==> src/verilog/sspc_pkg.sv <==
// package for the serial port control register bank
package sspc_pkg;
	// apb word addresses (byte offsets)
	localparam logic [11:0] CTRL_ONE_ADDR = 12'h000;
	localparam logic [11:0] BUF_ADDR = 12'h004;
	localparam logic [11:0] RELOAD_ADDR = 12'h008;
	localparam logic [11:0] STATUS_ADDR = 12'h00C;
	localparam logic [11:0] IRQ_STAT_ADDR = 12'h010;
	localparam logic [11:0] IRQ_CLR_ADDR = 12'h014;
	localparam logic [11:0] IRQ_EN_ADDR = 12'h018;
	// control register fields
	localparam int WRITE_COLLISION_FLAG_BIT = 7;
	localparam int ROV_BIT = 6;
	localparam int EN_BIT = 5;
	localparam int CKP_BIT = 4;
	localparam logic [7:0] CTRL_ONE_RESET = 8'h00;
	localparam logic [7:0] RELOAD_RESET = 8'h00;
	localparam logic [7:0] BUF_RESET = 8'h00;
	localparam logic [7:0] FIXED_DIV_LOW = 8'h01;
	localparam logic [7:0] FIXED_DIV_MID = 8'h07;
	localparam logic [7:0] FIXED_DIV_HIGH = 8'h1F;
	// interrupt status bits
	localparam int IRQ_WRITE_COLLISION_FLAG = 0;
	localparam int IRQ_ROV = 1;
	localparam int IRQ_START = 2;
	localparam int IRQ_STOP = 3;
	localparam int IRQ_W = 4;
	localparam logic [IRQ_W-1:0] IRQ_RESET = 4'h0;
	// port mode codes
	typedef enum logic [3:0] {
		SPI_M_DIV4 = 4'h0,
		SPI_M_DIV16 = 4'h1,
		SPI_M_DIV64 = 4'h2,
		SPI_M_TMR2 = 4'h3,
		SPI_S_SEL = 4'h4,
		SPI_S_NOSEL = 4'h5,
		I2C_S_7 = 4'h6,
		I2C_S_10 = 4'h7,
		I2C_M_BRG = 4'h8,
		SPI_M_BRG = 4'hA,
		I2C_M_FW = 4'hB,
		I2C_S_7_SP = 4'hE,
		I2C_S_10_SP = 4'hF
	} sspc_mode_type;
	// events reported by the shift engine
	typedef struct packed {
		logic busy;
		logic bus_ok;
		logic rx_byte;
		logic start_seen;
		logic stop_seen;
	} sspc_engine_type;
	// decoded configuration handed to the engine and pins
	typedef struct packed {
		logic pins_to_port;
		logic is_spi;
		logic is_master;
		logic select_used;
		logic addr_ten;
		logic start_stop_irq;
		logic slave_idle;
		logic sclk_idle_high;
		logic hold_clock_low;
	} sspc_cfg_type;
endpackage

==> src/verilog/sspc_ctrl.sv <==
// control, status and rate logic of the synchronous serial port
//
// The register offsets and register access over APB were chosen for this implementation.
`timescale 1ns/1ns
`default_nettype none
// Behaviour
// - i2c master: buffer write while bus not ready sets write collision
// - colliding buffer write is discarded, buffer keeps old contents
// - slave: buffer write during transmit sets collision; software clears
// - byte arriving with unread buffer sets overflow, not in master
// - enable hands serial pins to the port, else general i/o
// - spi clock idles at the polarity bit level
// - i2c slave holds clock low while release bit is zero
// - codes 0000/0001/0010 divide by 4/16/64; 0011 uses timer2 match/4
// - codes 0100/0101 spi slave, with or without select pin
// - i2c slave with 7-bit and 10-bit addressing codes
// - i2c slave codes also interrupting on start and stop
// - codes 1000 and 1010 clock at fosc over 4*(reload+1) for reload below 128
// - code 1011 firmware i2c master, slave idle
module sspc_ctrl (
	input wire logic SYS_CLK_IN,
	input wire logic RST_IN,
	input wire logic PSEL_IN,
	input wire logic PENABLE_IN,
	input wire logic PWRITE_IN,
	input wire logic [11:0] PADDR_IN,
	input wire logic [31:0] PWDATA_IN,
	output logic [31:0] PRDATA_OUT,
	output logic PREADY_OUT,
	output logic PSLVERR_OUT,
	input wire logic ENG_BUSY_IN,
	input wire logic ENG_BUS_OK_IN,
	input wire logic ENG_RX_BYTE_IN,
	input wire logic [7:0] ENG_RX_DATA_IN,
	input wire logic ENG_START_IN,
	input wire logic ENG_STOP_IN,
	input wire logic TIMER2_MATCH_PULSE_IN,
	output logic [7:0] TX_DATA_OUT,
	output logic TX_LOAD_OUT,
	output logic SHIFT_TICK_OUT,
	output sspc_pkg::sspc_cfg_type CFG_OUT,
	output logic IRQ_OUT
);
	logic [7:0] ctrl_q;
	logic [7:0] buf_q;
	logic buf_full_q;
	logic [7:0] reload_q;
	logic [7:0] div_cnt_q;
	logic [7:0] div_cnt_d;
	logic [7:0] div_top;
	logic tick_q;
	logic t2_half_q;
	logic [sspc_pkg::IRQ_W-1:0] irq_stat_q;
	logic [sspc_pkg::IRQ_W-1:0] irq_en_q;
	logic wr_acc;
	logic rd_acc;
	logic buf_wr;
	logic buf_rd;
	logic collide;
	logic overflow;
	logic is_master;
	logic [3:0] mode;
	sspc_pkg::sspc_engine_type eng;
	sspc_pkg::sspc_cfg_type cfg_d;

	function automatic logic mode_is_master(input logic [3:0] m);
		case (m)
			sspc_pkg::SPI_M_DIV4, sspc_pkg::SPI_M_DIV16,
			sspc_pkg::SPI_M_DIV64, sspc_pkg::SPI_M_TMR2,
			sspc_pkg::SPI_M_BRG, sspc_pkg::I2C_M_BRG,
			sspc_pkg::I2C_M_FW: mode_is_master = 1'b1;
			default: mode_is_master = 1'b0;
		endcase
	endfunction

	function automatic logic mode_is_spi(input logic [3:0] m);
		case (m)
			sspc_pkg::SPI_M_DIV4, sspc_pkg::SPI_M_DIV16,
			sspc_pkg::SPI_M_DIV64, sspc_pkg::SPI_M_TMR2,
			sspc_pkg::SPI_M_BRG, sspc_pkg::SPI_S_SEL,
			sspc_pkg::SPI_S_NOSEL: mode_is_spi = 1'b1;
			default: mode_is_spi = 1'b0;
		endcase
	endfunction

	assign eng.busy = ENG_BUSY_IN;
	assign eng.bus_ok = ENG_BUS_OK_IN;
	assign eng.rx_byte = ENG_RX_BYTE_IN;
	assign eng.start_seen = ENG_START_IN;
	assign eng.stop_seen = ENG_STOP_IN;

	assign mode = ctrl_q[3:0];
	assign is_master = mode_is_master(mode);
	assign wr_acc = PSEL_IN && PENABLE_IN && PWRITE_IN;
	assign rd_acc = PSEL_IN && PENABLE_IN && !PWRITE_IN;
	assign buf_wr = wr_acc && (PADDR_IN == sspc_pkg::BUF_ADDR);
	assign buf_rd = rd_acc && (PADDR_IN == sspc_pkg::BUF_ADDR);
	// every mode needs engine not busy; i2c master also needs idle bus
	assign collide = buf_wr && (eng.busy ||
		(is_master && !mode_is_spi(mode) && !eng.bus_ok));
	assign overflow = eng.rx_byte && buf_full_q && !is_master;

	// apb answers in the access cycle, zero wait states
	always_ff @(posedge SYS_CLK_IN) begin
		if (RST_IN) begin
			PRDATA_OUT <= 32'h0000_0000;
			PREADY_OUT <= 1'b0;
			PSLVERR_OUT <= 1'b0;
		end else begin
			PREADY_OUT <= PSEL_IN && !PENABLE_IN;
			PSLVERR_OUT <= 1'b0;
			PRDATA_OUT <= 32'h0000_0000;
			if (PSEL_IN && !PENABLE_IN && !PWRITE_IN) begin
				case (PADDR_IN)
					sspc_pkg::CTRL_ONE_ADDR: PRDATA_OUT <= {24'h0, ctrl_q};
					sspc_pkg::BUF_ADDR: PRDATA_OUT <= {24'h0, buf_q};
					sspc_pkg::RELOAD_ADDR: PRDATA_OUT <= {24'h0, reload_q};
					sspc_pkg::STATUS_ADDR:
						PRDATA_OUT <= {30'h0, buf_full_q, eng.busy};
					sspc_pkg::IRQ_STAT_ADDR:
						PRDATA_OUT <= {28'h0, irq_stat_q};
					sspc_pkg::IRQ_EN_ADDR: PRDATA_OUT <= {28'h0, irq_en_q};
					default: PSLVERR_OUT <= 1'b1;
				endcase
			end else if (PSEL_IN && !PENABLE_IN) begin
				case (PADDR_IN)
					sspc_pkg::CTRL_ONE_ADDR, sspc_pkg::BUF_ADDR,
					sspc_pkg::RELOAD_ADDR, sspc_pkg::IRQ_CLR_ADDR,
					sspc_pkg::IRQ_EN_ADDR: PSLVERR_OUT <= 1'b0;
					default: PSLVERR_OUT <= 1'b1;
				endcase
			end
		end
	end

	// control register; flags set by hardware, zero-write clears
	always_ff @(posedge SYS_CLK_IN) begin
		if (RST_IN) begin
			ctrl_q <= sspc_pkg::CTRL_ONE_RESET;
		end else begin
			if (wr_acc && PADDR_IN == sspc_pkg::CTRL_ONE_ADDR) begin
				ctrl_q[5:0] <= PWDATA_IN[5:0];
				if (!PWDATA_IN[sspc_pkg::WRITE_COLLISION_FLAG_BIT])
					ctrl_q[sspc_pkg::WRITE_COLLISION_FLAG_BIT] <= 1'b0;
				if (!PWDATA_IN[sspc_pkg::ROV_BIT])
					ctrl_q[sspc_pkg::ROV_BIT] <= 1'b0;
			end
			// set beats clear in the same cycle
			if (collide)
				ctrl_q[sspc_pkg::WRITE_COLLISION_FLAG_BIT] <= 1'b1;
			if (overflow)
				ctrl_q[sspc_pkg::ROV_BIT] <= 1'b1;
		end
	end

	// transfer buffer: tx writes and rx bytes
	always_ff @(posedge SYS_CLK_IN) begin
		if (RST_IN) begin
			buf_q <= sspc_pkg::BUF_RESET;
			buf_full_q <= 1'b0;
			TX_DATA_OUT <= sspc_pkg::BUF_RESET;
			TX_LOAD_OUT <= 1'b0;
		end else begin
			TX_LOAD_OUT <= buf_wr && !collide;
			if (buf_wr && !collide) begin
				buf_q <= PWDATA_IN[7:0];
				TX_DATA_OUT <= PWDATA_IN[7:0];
				buf_full_q <= 1'b0;
			end else if (eng.rx_byte && !overflow) begin
				buf_q <= ENG_RX_DATA_IN; // overflow byte dropped
				buf_full_q <= 1'b1;
			end else if (buf_rd) begin
				buf_full_q <= 1'b0;
			end
			// colliding write leaves buffer untouched
		end
	end

	always_ff @(posedge SYS_CLK_IN) begin
		if (RST_IN)
			reload_q <= sspc_pkg::RELOAD_RESET;
		else if (wr_acc && PADDR_IN == sspc_pkg::RELOAD_ADDR)
			reload_q <= PWDATA_IN[7:0]; // values trusted
	end

	// shift tick: one per half serial clock period (fosc/(2*(top+1)))
	always_comb begin
		case (mode)
			sspc_pkg::SPI_M_DIV4: div_top = sspc_pkg::FIXED_DIV_LOW;
			sspc_pkg::SPI_M_DIV16: div_top = sspc_pkg::FIXED_DIV_MID;
			sspc_pkg::SPI_M_DIV64: div_top = sspc_pkg::FIXED_DIV_HIGH;
			// 2*(reload+1)-1 half period for fosc/(4*(reload+1))
			default: div_top = {reload_q[6:0], 1'b1};
		endcase
	end

	always_comb begin
		div_cnt_d = div_cnt_q + 8'h01;
		if (div_cnt_q >= div_top || !ctrl_q[sspc_pkg::EN_BIT] || !eng.busy)
			div_cnt_d = 8'h00;
	end

	always_ff @(posedge SYS_CLK_IN) begin
		if (RST_IN) begin
			div_cnt_q <= 8'h00;
			tick_q <= 1'b0;
			t2_half_q <= 1'b0;
		end else begin
			div_cnt_q <= div_cnt_d;
			if (TIMER2_MATCH_PULSE_IN)
				t2_half_q <= !t2_half_q;
			if (mode == sspc_pkg::SPI_M_TMR2)
				tick_q <= TIMER2_MATCH_PULSE_IN && t2_half_q
					&& eng.busy && ctrl_q[sspc_pkg::EN_BIT];
			else
				tick_q <= is_master && eng.busy
					&& ctrl_q[sspc_pkg::EN_BIT]
					&& div_cnt_q >= div_top;
		end
	end
	assign SHIFT_TICK_OUT = tick_q;

	always_comb begin
		cfg_d.pins_to_port = ctrl_q[sspc_pkg::EN_BIT];
		cfg_d.is_spi = mode_is_spi(mode);
		cfg_d.is_master = is_master;
		cfg_d.select_used = (mode == sspc_pkg::SPI_S_SEL);
		cfg_d.addr_ten = (mode == sspc_pkg::I2C_S_10)
			|| (mode == sspc_pkg::I2C_S_10_SP);
		cfg_d.start_stop_irq = (mode == sspc_pkg::I2C_S_7_SP)
			|| (mode == sspc_pkg::I2C_S_10_SP);
		cfg_d.slave_idle = (mode == sspc_pkg::I2C_M_FW);
		cfg_d.sclk_idle_high = mode_is_spi(mode)
			&& ctrl_q[sspc_pkg::CKP_BIT];
		cfg_d.hold_clock_low = ctrl_q[sspc_pkg::EN_BIT]
			&& !mode_is_spi(mode) && !is_master
			&& !ctrl_q[sspc_pkg::CKP_BIT];
	end

	always_ff @(posedge SYS_CLK_IN) begin
		if (RST_IN)
			CFG_OUT <= '0;
		else
			CFG_OUT <= cfg_d;
	end

	// sticky interrupt status, set beats clear
	always_ff @(posedge SYS_CLK_IN) begin
		if (RST_IN) begin
			irq_stat_q <= sspc_pkg::IRQ_RESET;
			irq_en_q <= sspc_pkg::IRQ_RESET;
			IRQ_OUT <= 1'b0;
		end else begin
			if (wr_acc && PADDR_IN == sspc_pkg::IRQ_EN_ADDR)
				irq_en_q <= PWDATA_IN[sspc_pkg::IRQ_W-1:0];
			irq_stat_q <= (irq_stat_q & ~((wr_acc
				&& PADDR_IN == sspc_pkg::IRQ_CLR_ADDR)
				? PWDATA_IN[sspc_pkg::IRQ_W-1:0] : sspc_pkg::IRQ_RESET))
				| {cfg_d.start_stop_irq && eng.stop_seen,
				cfg_d.start_stop_irq && eng.start_seen,
				overflow, collide};
			IRQ_OUT <= |(irq_stat_q & irq_en_q);
		end
	end
endmodule
`default_nettype wire

==> config.mk <==
export PLATFORM = sky130hd
export DESIGN_NAME = sspc_ctrl
export DESIGN_NICKNAME = d
export VERILOG_FILES = /design/src/verilog/sspc_pkg.sv /design/src/verilog/sspc_ctrl.sv
export SDC_FILE = /design/constraint.sdc
export NUM_CORES = 1
export LEC_CHECK = 0
export ABC_CLOCK_PERIOD_IN_PS = 3500
export BUFFER_PORTS_ARGS = -buffer_cell sky130_fd_sc_hd__buf_2
export CORE_ASPECT_RATIO = 0.8
export CORE_MARGIN = 2
export CORE_UTILIZATION = 50
export CTS_BUF_LIST = sky130_fd_sc_hd__clkbuf_8
export DETAILED_ROUTE_END_ITERATION = 16
export PLACE_DENSITY = 0.84
export SLEW_MARGIN = 20
export SYNTH_ARGS = -nofsm -noshare
export SYNTH_HDL_FRONTEND = slang
export SYNTH_SLANG_ARGS = --single-unit
==> constraint.sdc <==
create_clock -name SYS_CLK_IN -period 3.5 [get_ports SYS_CLK_IN]
set_input_delay 0.175 -clock SYS_CLK_IN [delete_from_list [all_inputs] [get_ports SYS_CLK_IN]]
set_output_delay 0.175 -clock SYS_CLK_IN [all_outputs]
set_load 0.02 [all_outputs]
==> impl_summary.md, run 1 <==
Clock network
The total clock buffers created by CTS is 9. The H-tree generated during clock tree synthesis spans 3 levels. In this run, post-CTS repair resized a total of 0 instances. In this run the clock root is driven by a sky130_fd_sc_hd__clkbuf_8. The count of hold buffers inserted by post-cts repair is 0. The post-CTS setup repair buffer count is 0. The TritonCTS clock tree is done. The longest clock path from root to sink contains 2 buffers. The clock-pin slew on the worst setup and hold paths is 0.07 ns.

Clock latency on the worst-skew pair, taken at its later pin, is 0.35 ns. Counting every sink on the clock net gives 72.

Worst hold path
Along the worst hold path, the cell count comes to 2. The destination of the worst hold path is irq_stat_q[3]. In this run the most critical hold path is launched from ENG_STOP_IN. The path class of the tightest hold or removal check is in -> reg.

Global routing
The initial antenna violation count is 0. The number of global-route vias before repair is 2918. For this run, the total global-route usage over all layers was measured as 23.6%. The global route total overflow is 0. Entering global routing, the biggest net connects 34 pins. The global-route wire length before repair is around 14000 um.

Floorplan
The initial standard-cell utilization of the core is between 50% and 60%. In this run the core area contains 27 standard-cell rows. The height of the die is ~79 um. The core region is ~6900 um^2. The floorplan step set the die width to 97.8 um. The die covers 7730 um^2. During I/O placement, the number of pins put on the boundary was about 120.

Power
The clock network accounts for 41.0% of the total power. The sequential share of power is between 50% and 60%. In this run the power spent charging and discharging nets is around 0.00040 W. The internal power of the cells totals 0.00123 W.

In this run the power density over the cells is 410 nW/um^2. The total leakage power is 1.64 nW. In this run, the combinational gates consume under 10% of the power.

The peak supply drop is between 0.2 and 0.3 mV. The switching part of the total is between 20% and 30%. Power comes to roughly 0.0016 W.

Drt
After detailed routing, the average wire length per cell comes to 16.7 um. In the routed layout, each cell is associated on average with a via count of 5.97. The detailed router's first-iteration violation count is 418. The first TritonRoute pass finished after 5 iterations. The count of nets left with antenna violations once routing finished came out at 0.

After detailed routing, the total wire length is 8970 um. The total vias in the final route is 3208. For this run, design rule violations remaining after detail routing come to 0.

Setup path
The startpoint identified for the worst register-to-register timing path is ctrl_q[1]. STA classifies the critical path endpoint as a register. The arrival time at the worst endpoint is 2.64 ns. The worst register-to-register path has a setup slack of about 1.1 ns. The data required time of the worst path is approximately 3.8 ns.

The maximum fanout along the worst path is 15. The setup path with the least slack is of type reg -> reg. The worst setup path is launched from a register. The cell count of the worst reg-to-reg path is 8.

The worst register-to-register path ends at div_cnt_q[5].

Synth
A synthesized cell averages 9.02 um^2. In the post-synthesis netlist, the biggest area contributors are sky130_fd_sc_hd__dfxtp_1, sky130_fd_sc_hd__buf_4, sky130_fd_sc_hd__a21oi_1. Among all flip-flop cells after synthesis, the most frequent one is sky130_fd_sc_hd__dfxtp_1. The commonest cells after synthesis are sky130_fd_sc_hd__dfxtp_1, sky130_fd_sc_hd__a21oi_1, sky130_fd_sc_hd__nand3_1. The unique cell type count in the Yosys netlist is 57. The dominant cell by count in the synthesized netlist is sky130_fd_sc_hd__dfxtp_1. The portion of synthesized cell area occupied by the leading cell type is 41.0%. The number of storage elements in the synthesis netlist is 72. The dominant cell type by area after synthesis is sky130_fd_sc_hd__dfxtp_1. The synthesized cell area is approximately 3500 um^2. The count of flip-flops with a built-in enable after synthesis is 0. The share of synthesized flip-flops with an asynchronous set or reset is 0%.

For this run, the register share of the synthesized area comes to roughly two fifths. Counting every instance in the synthesized netlist gives 390. The yosys synthesis warning count is 0.

Layout
The filler cell count in the final layout is 630. Summing all multi-input logic gate instances after layout gives 1800 um^2. The net count reported at finish is between 500 and 600. The number of antenna diodes in the final layout is 0. The area overhead of the layout relative to synthesis is 13.2%. Registers take between 1000 and 1500 um^2.

The fraction of layout instances using a drive strength above 1 is 23.6%.

Timing
The number of max-slew violations in the final report is 0. The time the worst path needs with I/O delays and setup is 2.36 ns. The pin slew with the least headroom to its limit is 0.896 ns. The final clock period utilization by the worst path is 67.6%. Based on the critical path, the design can be clocked at up to 423 MHz. Setup repair after global routing left no endpoint under its margin. The final setup skew is around 0.0084 ns. The number of hold violations in the final report is 0. The relative slew slack is 40.1%. Adding up every negative setup slack in the final design gives 0 ns.

Setup violations remaining at the end of the flow were counted as 0.

Placed design
The detailed placement HPWL is a little over 6000 um. The routability congestion estimate is 0.937. The count of buffers added on input and output ports is 68.

Job
The reported max-cap violation count is 0.

Run status
The run finished with clean final reports.
power by group through the flow:
stage / logic (W) / registers (W) / clock network (W)
final: 0.000130 / 0.000834 / 0.000669
after global routing: 0.000140 / 0.000835 / 0.000718
after CTS: 0.000127 / 0.000834 / 0.000679
after detailed placement: 0.000126 / 0.000853 / 0
after global placement: 0.000124 / 0.000853 / 0
after floorplan: 0.0000963 / 0.000855 / 0
layout by cell type (no fill, tap or decap), types with 3 or more instances in the layout:
cell	synthesis	final
sky130_fd_sc_hd__nand3b_1	4	4
sky130_fd_sc_hd__inv_1	16	16
sky130_fd_sc_hd__nor3b_1	4	4
sky130_fd_sc_hd__mux2i_1	9	9
sky130_fd_sc_hd__a21oi_1	30	30
sky130_fd_sc_hd__clkbuf_8	0	11
sky130_fd_sc_hd__buf_4	24	4
sky130_fd_sc_hd__ha_1	8	8
sky130_fd_sc_hd__nand3_1	27	27
sky130_fd_sc_hd__a31oi_1	4	4
sky130_fd_sc_hd__a31o_2	10	10
sky130_fd_sc_hd__nor3_1	3	3
sky130_fd_sc_hd__nand2_1	16	16
sky130_fd_sc_hd__dfxtp_1	72	72
sky130_fd_sc_hd__o2bb2ai_1	8	8
sky130_fd_sc_hd__mux4_2	3	3
sky130_fd_sc_hd__buf_2	5	68
sky130_fd_sc_hd__xor2_1	6	6
sky130_fd_sc_hd__and3_1	14	14
sky130_fd_sc_hd__nor2b_1	3	3
sky130_fd_sc_hd__or3_1	3	3
sky130_fd_sc_hd__conb_1	1	24
sky130_fd_sc_hd__a311oi_1	8	8
sky130_fd_sc_hd__a22o_1	8	8
sky130_fd_sc_hd__nor2_1	17	17
sky130_fd_sc_hd__o21ai_0	22	22
sky130_fd_sc_hd__or4_1	5	5
sky130_fd_sc_hd__nand2b_1	4	4
metal layers:
layer | global-route usage, % | wire [um] | vias to the layer above
met2 | 36.3 | 4080 | 192
met3 | 6.07 | 884 | 25
met1 | 31.6 | 3750 | 1501
li1 | - | - | 1490
met5 | 0 | 0 | -
met4 | 10.0 | 257 | 0
worst max-delay path, stage by stage (launching register included):
cell	delay, ns
sky130_fd_sc_hd__dfxtp_1	0.66
sky130_fd_sc_hd__nand2_1	0.17
sky130_fd_sc_hd__and2_1	0.22
sky130_fd_sc_hd__o22ai_1	0.20
sky130_fd_sc_hd__ha_1	0.26
sky130_fd_sc_hd__a21oi_1	0.15
sky130_fd_sc_hd__o21ai_0	0.12
sky130_fd_sc_hd__a211o_1	0.39
sky130_fd_sc_hd__nor2_1	0.13
kinds of logic (layout without fill, tap and decap cells):
kind of cell / count (synthesis) / after routing / share of synthesized area, %
and+or+nand+nor: 112 / 112 / 18.0
AOI/OAI and AO/OA: 110 / 110 / 21.2
DFF: 72 / 72 / 41.0
buffers and inverters: 67 / 104 / 10.4
muxes: 12 / 12 / 4.48
adders and majority gates: 8 / 8 / 2.85
xor gates and xnor gates: 8 / 8 / 1.99
other: 1 / 24 / 0.107
worst max path at each step:
stage	slack, ns	end	startpoint	cells after the start
finish	1.14	div_cnt_q[5]	ctrl_q[1]	8
global route	0.91	div_cnt_q[5]	ctrl_q[1]	8
CTS	1.16	div_cnt_q[5]	ctrl_q[1]	8
detailed placement	1.06	TX_DATA_OUT[7]	PADDR_IN[7]	5
global placement	1.12	TX_DATA_OUT[4]	PADDR_IN[7]	5
floorplan	1.49	div_cnt_q[2]	ctrl_q[1]	9
through the flow:
stage                     area, um^2  hold WS [ns]  setup slack, ns  util, %  std cells
after floorplan                 3600         0.287             1.49        -        413
after global placement          3780         0.394             1.12     55.1        521
after detailed placement        3780         0.396             1.06     55.1        521
after CTS                       3980        0.0367             1.16     58.1        537
after global routing            3980        0.0544            0.912     58.1        537
final                           3980        0.0394             1.14     58.1        537
sequential cells by signal, summed over array words and instances (netlist names):
| name | count |
|---|---|
| PREADY_OUT | 1 |
| reload_q | 8 |
| TX_DATA_OUT | 8 |
| CFG_OUT | 9 |
| PRDATA_OUT | 8 |
| PSLVERR_OUT | 1 |
| t2_half_q | 1 |
| irq_stat_q | 4 |
| buf_full_q | 1 |
| TX_LOAD_OUT | 1 |
| IRQ_OUT | 1 |
| irq_en_q | 4 |
| ctrl_q | 8 |
| SHIFT_TICK_OUT | 1 |
| div_cnt_q | 8 |
| buf_q | 8 |
area by class of cell:
cell class              instances  share of cell area (%)
multi-input cells             274                    45.1
flip-flops and latches         72                    36.2
repair buffers                 72                    9.30
clock buffers                  11                    3.80
well taps                      87                    2.73
inverters                      16                    1.51
clock inverters                 5                    1.38
No activity file was read; power rests on OpenSTA's default activity.
==> inputs of run 2 (changes only) <==
ABC_CLOCK_PERIOD_IN_PS = 1900   (was 3500)
CORE_UTILIZATION = 47   (was 50)
PLACE_DENSITY = 0.83   (was 0.84)
clock period = 1.9 ns   (was 3.5 ns; I/O delays follow)
==> run 2 against run 1 <==
Effect of this change: register-to-register slack worse by 1.1 ns; sequential share of layout area decreased by 2.8 points; first-iteration DRC count fell by 28%; cell count grew 6.0%; routed wire length grew 7.3%; maximum frequency rose by 25%; critical path type unchanged; critical endpoint is now div_cnt_q[6]; largest cell class unchanged; largest power group unchanged.
==> impl_summary.md, run 2 (synthesis gave the netlist of run 1 again) <==
Run status
The flow ran to the end, and the final reports show no timing, DRC or antenna violations.

Global routing
The initial antenna violation count came to 0. The number of global-route vias before repair is around 3000. The global route total overflow is 0. The global-route wire length before repair is 14600 um. Entering global routing, the biggest net connects 34 pins. For this run, the total global-route usage over all layers was measured as 23.1%.

Layout
After routing the design area is around 4300 um^2. The net count reported at finish is 545. The most common cell after layout, fill and taps aside is sky130_fd_sc_hd__dfxtp_1. Counting flops per register, the top entry is CFG_OUT. In the layout the commonest cells are sky130_fd_sc_hd__dfxtp_1, sky130_fd_sc_hd__buf_2, sky130_fd_sc_hd__buf_4. The area overhead of the layout relative to synthesis is 23.4%. The final cell count without fillers is ~570. 0 antenna diodes ended up in the layout. The number of flip-flops in the largest register is 9. Cells fill 59.3% of the core in the end. Fill cells in the final layout number 593. The fraction of layout instances using a drive strength above 1 is 31.3%.

Floorplan
The initial standard-cell utilization of the core is 48.0%. The die covers 8200 um^2. The total area inside the core boundary comes to between 7000 and 8000 um^2. Row generation in the floorplan step produced 28 rows. 117 I/O pins were placed. Measured along the x axis, the die boundary spans 101 um.

From bottom edge to top edge, the die measures 81.4 um.

Placed design
Routability-driven placement finished with a final weighted congestion of 0.947. The placed instances occupy a cell area of 3990 um^2. The count of port buffers added during placement is 68. Once placement completed, the tool counted placed cells totaling 550.

Once detailed placement completed, the half-perimeter wirelength came to 6920 um.

Drt
The detailed router's first-iteration violation count is 301. Dividing the detail-routed wire length by the instance count gives about 17 um. The post-route antenna net violation count is 0. The routed layout has roughly 3300 vias. The routed wire length is just under 10000 um.

The average vias per placed instance is 5.83. After detailed routing, the number of remaining DRC violations is 0. For this run, the detailed router's first-pass iteration total came to 5.

Timing
The final clock period utilization by the worst path is 99.5%. The worst pin sits at a relative slew slack of 65.8%. The number of max-slew violations in the final report is 0.

The time the worst path needs with I/O delays and setup is 1.89 ns. Timing would allow up to 529 MHz. Setup repair after global routing could not meet its margin everywhere. The number of hold violations in the final report came to 0. The worst hold-check slack is 0.0197 ns. Setup violations remaining at the end of the flow were counted as 0. Adding up every negative setup slack in the final design gives 0 ns.

For the pin with the worst max-slew slack, the measured transition is 0.512 ns. The final setup skew is 0.0137 ns.

Job
The tool flagged a number of max-cap violations equal to 0.

Worst hold path
The min-delay analysis places its worst path in the category in -> reg.

Setup path
The cell type of the slowest stage on the worst timing path is sky130_fd_sc_hd__dfxtp_4. Of all nets on the critical path, the largest fanout is 8. The signal on the critical path passes through nor2_2 -> and2_4 -> o22ai_2 -> ha_1 -> a21oi_2 -> o21ai_2 -> a211o_4 -> nor2_1. The arrival time at the worst endpoint is 2.17 ns. The path type of the worst setup path is reg -> reg. Among cell families on the critical path, the largest total delay comes from compound AO/OA/AOI/OAI gates. The critical path contains buffers and inverters numbering 0 combined.

The kind of start point of the critical path is a register. At the worst endpoint, the required time is ~2.2 ns. The peak per-stage delay on the critical path is 0.38 ns. The sort of element at the end of the critical path is a register.

Power
In this run, the clock network consumes between 40% and 50% of the power. Power spread over the standard cell area amounts to 739 nW/um^2. Cell internal power was estimated by the tool at roughly 0.0025 W.

IR analysis of the VDD net gives a maximum drop of 0.303 mV. For this design the static power due to leakage is 1.81 nW. The share of total power dissipated in sequential elements is between 40% and 50%.

The net switching power of the design is about 0.00075 W. Net switching is 23.4% of the power. In this run, the combinational gates consume 8.0% of the power.

Clock network
The clock passes through at most 2 buffers. Clock tree synthesis inserted a total of 9 buffers. The clock-pin slew on the worst setup and hold paths is 0.07 ns.

The clock tree root driver cell is sky130_fd_sc_hd__clkbuf_8. The number of clock sinks seen by CTS is 72. The TritonCTS clock tree is done. The clock insertion delay at the later pin of the skew report is 0.34 ns. The maximum level of the CTS H-tree is 3.
-- run 2: timing repair --
action	4_1_cts	5_1_grt
setup buffers	0	1
resized for setup	2	18
endpoints found under the hold margin	2	0
setup endpoints to repair	8	8
hold buffers	2	0
cloned	0	0
pin swaps	1	5
-- run 2: worst register-to-register path, cell delays in order, from the launching register on --
cell and delay, ns:
sky130_fd_sc_hd__dfxtp_4 0.38, sky130_fd_sc_hd__nor2_2 0.18, sky130_fd_sc_hd__and2_4 0.19, sky130_fd_sc_hd__o22ai_2 0.08, sky130_fd_sc_hd__ha_1 0.31, sky130_fd_sc_hd__a21oi_2 0.14
sky130_fd_sc_hd__o21ai_2 0.08, sky130_fd_sc_hd__a211o_4 0.37, sky130_fd_sc_hd__nor2_1 0.11
-- run 2: path summary, 6_finish.rpt --
kind	endpoint	depth (start not counted)	slack, ns	start
min reg2reg	TX_DATA_OUT[4]	1	0.48	TX_DATA_OUT[4]
min	t2_half_q	3	0.02	TIMER2_MATCH_PULSE_IN
max	div_cnt_q[6]	8	0.009	ctrl_q[2]
max reg2reg	div_cnt_q[6]	8	0.009	ctrl_q[2]
-- run 2: final cells by class --
| cell class | instances | area (um^2) | area share, % |
|---|---|---|---|
| tap | 90 | 113 | 2.59 |
| inverter | 16 | 60.1 | 1.38 |
| multi-input combinational | 274 | 1870 | 43.1 |
| clock inverter | 4 | 75.1 | 1.73 |
| sequential | 72 | 1450 | 33.4 |
| clock buffer | 12 | 165 | 3.80 |
| timing repair buffer | 101 | 606 | 13.9 |
-- run 2: through the flow --
| stage | worst slack, ns | power (W) |
|---|---|---|
| 3_3_place_gp | -0.0424 | 0.00181 |
| 4_1_cts | 0.0196 | 0.00321 |
| 6_report | 0.00932 | 0.00321 |
| 2_1_floorplan | -0.00371 | 0.00175 |
| 3_5_place_dp | -0.0702 | 0.00182 |
| 5_1_grt | -0.103 | 0.00330 |
-- run 2: metal layers --
layer | vias to the layer above | part of all wire [%] | global-route usage, %
met1 | 1553 | 42 | 29.1
met2 | 173 | 47 | 39.3
li1 | 1556 | - | -
met3 | 36 | 8.2 | 4.56
met5 | - | 0 | 0
met4 | 0 | 3.5 | 8.77
-- run 2: power groups by stage --
stage | Sequential [W] | Clock [W] | Combinational (W)
floorplan | 0.00157 | 0 | 0.000177
global placement | 0.00157 | 0 | 0.000241
detailed placement | 0.00157 | 0 | 0.000247
CTS | 0.00154 | 0.00143 | 0.000252
global route | 0.00154 | 0.00149 | 0.000275
finish | 0.00154 | 0.00142 | 0.000258
==> inputs of run 3 (changes only) <==
ABC_CLOCK_PERIOD_IN_PS = 1550   (was 1900)
clock period = 1.55 ns   (was 1.9 ns; I/O delays follow)
==> run 3 against run 2 <==
Effect of this change: the run now ends with setup timing left; worst setup slack lost 0.36 ns; sequential cell count did not move; routed wire length grew 11%; largest cell class unchanged; largest power group unchanged.
==> impl_summary.md, run 3 (synthesis gave the netlist of run 1 again) <==
Run status
The run finished, with violations left. The final reports fail on setup timing.

Timing
Across all setup checks in the final design, the least slack found is -0.350 ns. Clock skew on the completed layout was measured at 0.0111 ns. The number of hold violations in the final report is 0. The worst path in the final design needs a cycle of 1.90 ns, including I/O delays and setup.

The total setup violations reported at the end of the flow is 27. Timing would allow up to approximately 530 MHz. Summed over all failing endpoints, the final setup total negative slack is -4.54 ns. The final clock period utilization by the worst path is 123%. The number of max-slew violations in the final report is 0.

Setup repair after global routing could not meet its margin everywhere. Hold is met by approximately 0.017 ns.

Global routing
The number of global-route vias before repair is about 3300. The maximum number of pins on one net before global-route repair is 34. Global routing consumed, over all layers together, 25.6% of the routing resources. The global-route wire length before repair is 16200 um. The global route total overflow is 0. The initial antenna violation count is 0.

Floorplan
The standard cell core area is 7320 um^2. The die covers 8200 um^2. In this run the horizontal extent of the chip is just over 100 um.

During I/O placement, the number of pins put on the boundary was roughly 120. The number of rows created at floorplan is 28. The initial standard-cell utilization of the core is between 40% and 50%. The die is 81.4 um tall.

Placed design
The detailed placement HPWL is 7170 um. The congestion estimate from routability-driven global placement came to 0.914. Counting tap cells, the placed design contains a total of 564 instances. Before CTS, the worst setup slack after placement is -0.407 ns.

During placement, the flow inserted port buffers numbering 68.

Clock network
The clock net in this run drives a total of 72 sinks. The TritonCTS clock tree is done. The clock-pin slew on the worst setup and hold paths is approximately 0.08 ns. The clock tree root driver cell is sky130_fd_sc_hd__clkbuf_8.

The maximum buffer depth of the clock tree is 2. The total clock buffers created by CTS is 9. CTS built an H-tree with a depth of 3.

The later pin in the worst-skew pair is clocked with a latency of 0.36 ns.

Layout
The register with the most flip-flops in the final layout is CFG_OUT. The area overhead of the layout relative to synthesis is 32.8%. Leaving out fill and tap cells, the most frequent cell in the layout is sky130_fd_sc_hd__buf_2. The top cell types in the final layout, fill and taps aside, are sky130_fd_sc_hd__buf_2, sky130_fd_sc_hd__dfxtp_1, sky130_fd_sc_hd__buf_4. Of the cells placed in the final design, the portion with a size suffix greater than 1 is 38.0%.

For this run, the share of the core covered by cells in the final layout is 63.8%. The number of flip-flops in the largest register is 9. The number of diodes added for antenna fixing is 0. In the final design database the tool counted around 560 nets.

The final cell count without fillers is 588.

Job
The tool flagged a number of max-cap violations equal to 0.

Drt
The detailed router's first-iteration violation count is 344. The pre-antenna-repair detailed-routing pass consisted of 5 iterations. The total DRC errors in the routed layout is 0. The routed wire length is 10700 um. In the final routed layout, each cell accounts on average for approximately 18 um. The post-route antenna net violation count is 0. The average vias per placed instance is around 5.9. The total vias in the final route is 3484.

Power
The total leakage power is 1.98 nW. In this run the power density over the cells is 875 nW/um^2. Across the VDD grid, the largest voltage drop is 0.469 mV.

Setup path
STA puts the critical path data required time at 1.84 ns. The path type of the worst setup path is reg -> reg. In this run the worst path has a maximum fanout of 8. The most numerous cell on the critical path is sky130_fd_sc_hd__o21ai_2. The worst setup path is captured at a register.

Walking the worst path, the cells encountered are or3_4 -> o21ai_2 -> ha_1 -> a21oi_2 -> o21ai_2 -> a211o_4 -> nor2_1. The arrival time at the worst endpoint is 2.20 ns. The cell type of the slowest stage on the worst timing path is sky130_fd_sc_hd__or3_4.

The kind of start point of the critical path is a register. The peak per-stage delay on the critical path is around 0.38 ns.

Worst hold path
The worst min-delay path category is in -> reg.
[run 3: worst paths after layout]
kind / startpoint / to / slack, ns / cells after the start
min: ENG_RX_DATA_IN[0] / buf_q[0] / 0.02 / 3
max: ctrl_q[2] / div_cnt_q[2] / -0.35 / 7
max reg2reg: ctrl_q[2] / div_cnt_q[2] / -0.35 / 7
min reg2reg: TX_DATA_OUT[4] / TX_DATA_OUT[4] / 0.49 / 1
[run 3: stage by stage]
stage / power [W] / area [um^2]
floorplan: 0.00217 / 3760
global placement: 0.00226 / 4210
detailed placement: 0.00227 / 4210
CTS: 0.00408 / 4560
global route: 0.00421 / 4670
finish: 0.00409 / 4670
[run 3: layout make-up]
type                    count  area [um^2]
fillers                   565         2650
multi-input cells         275         2010
flip-flops and latches     72         1450
repair buffers            119          791
clock buffers              10          138
well taps                  90          113
clock inverters             6          108
inverters                  16         60.1
[run 3: worst max-delay path: cells and delay by family (launching register included)]
kind            cells  cell delay [ns]
compound gates      4             0.71
fa+ha+maj           1             0.27
flops               1             0.37
simple gates        2             0.49
[run 3: timing repair]
action                                  4_1_cts  5_1_grt
resized for setup                            17       18
cloned                                        0        3
pin swaps                                     7        5
setup buffers                                 1        1
hold buffers                                  3        0
endpoints found under the hold margin         3        0
endpoints found under the setup margin       28       32
[run 3: routing by layer]
metal | track usage (%) | routed length (um) | vias up
li1 | - | - | 1589
met1 | 33.2 | 4440 | 1613
met2 | 41.3 | 4690 | 243
met3 | 6.97 | 1240 | 39
met4 | 9.04 | 333 | 0
met5 | 0 | 0 | -
[run 3: report_power, final]
part / leakage (nW) / internal (W) / switching (W)
Sequential: 0.586 / 0.00187 / 0.0000130
Combinational: 1.27 / 0.000135 / 0.000243
Clock: 0.128 / 0.00111 / 0.000722
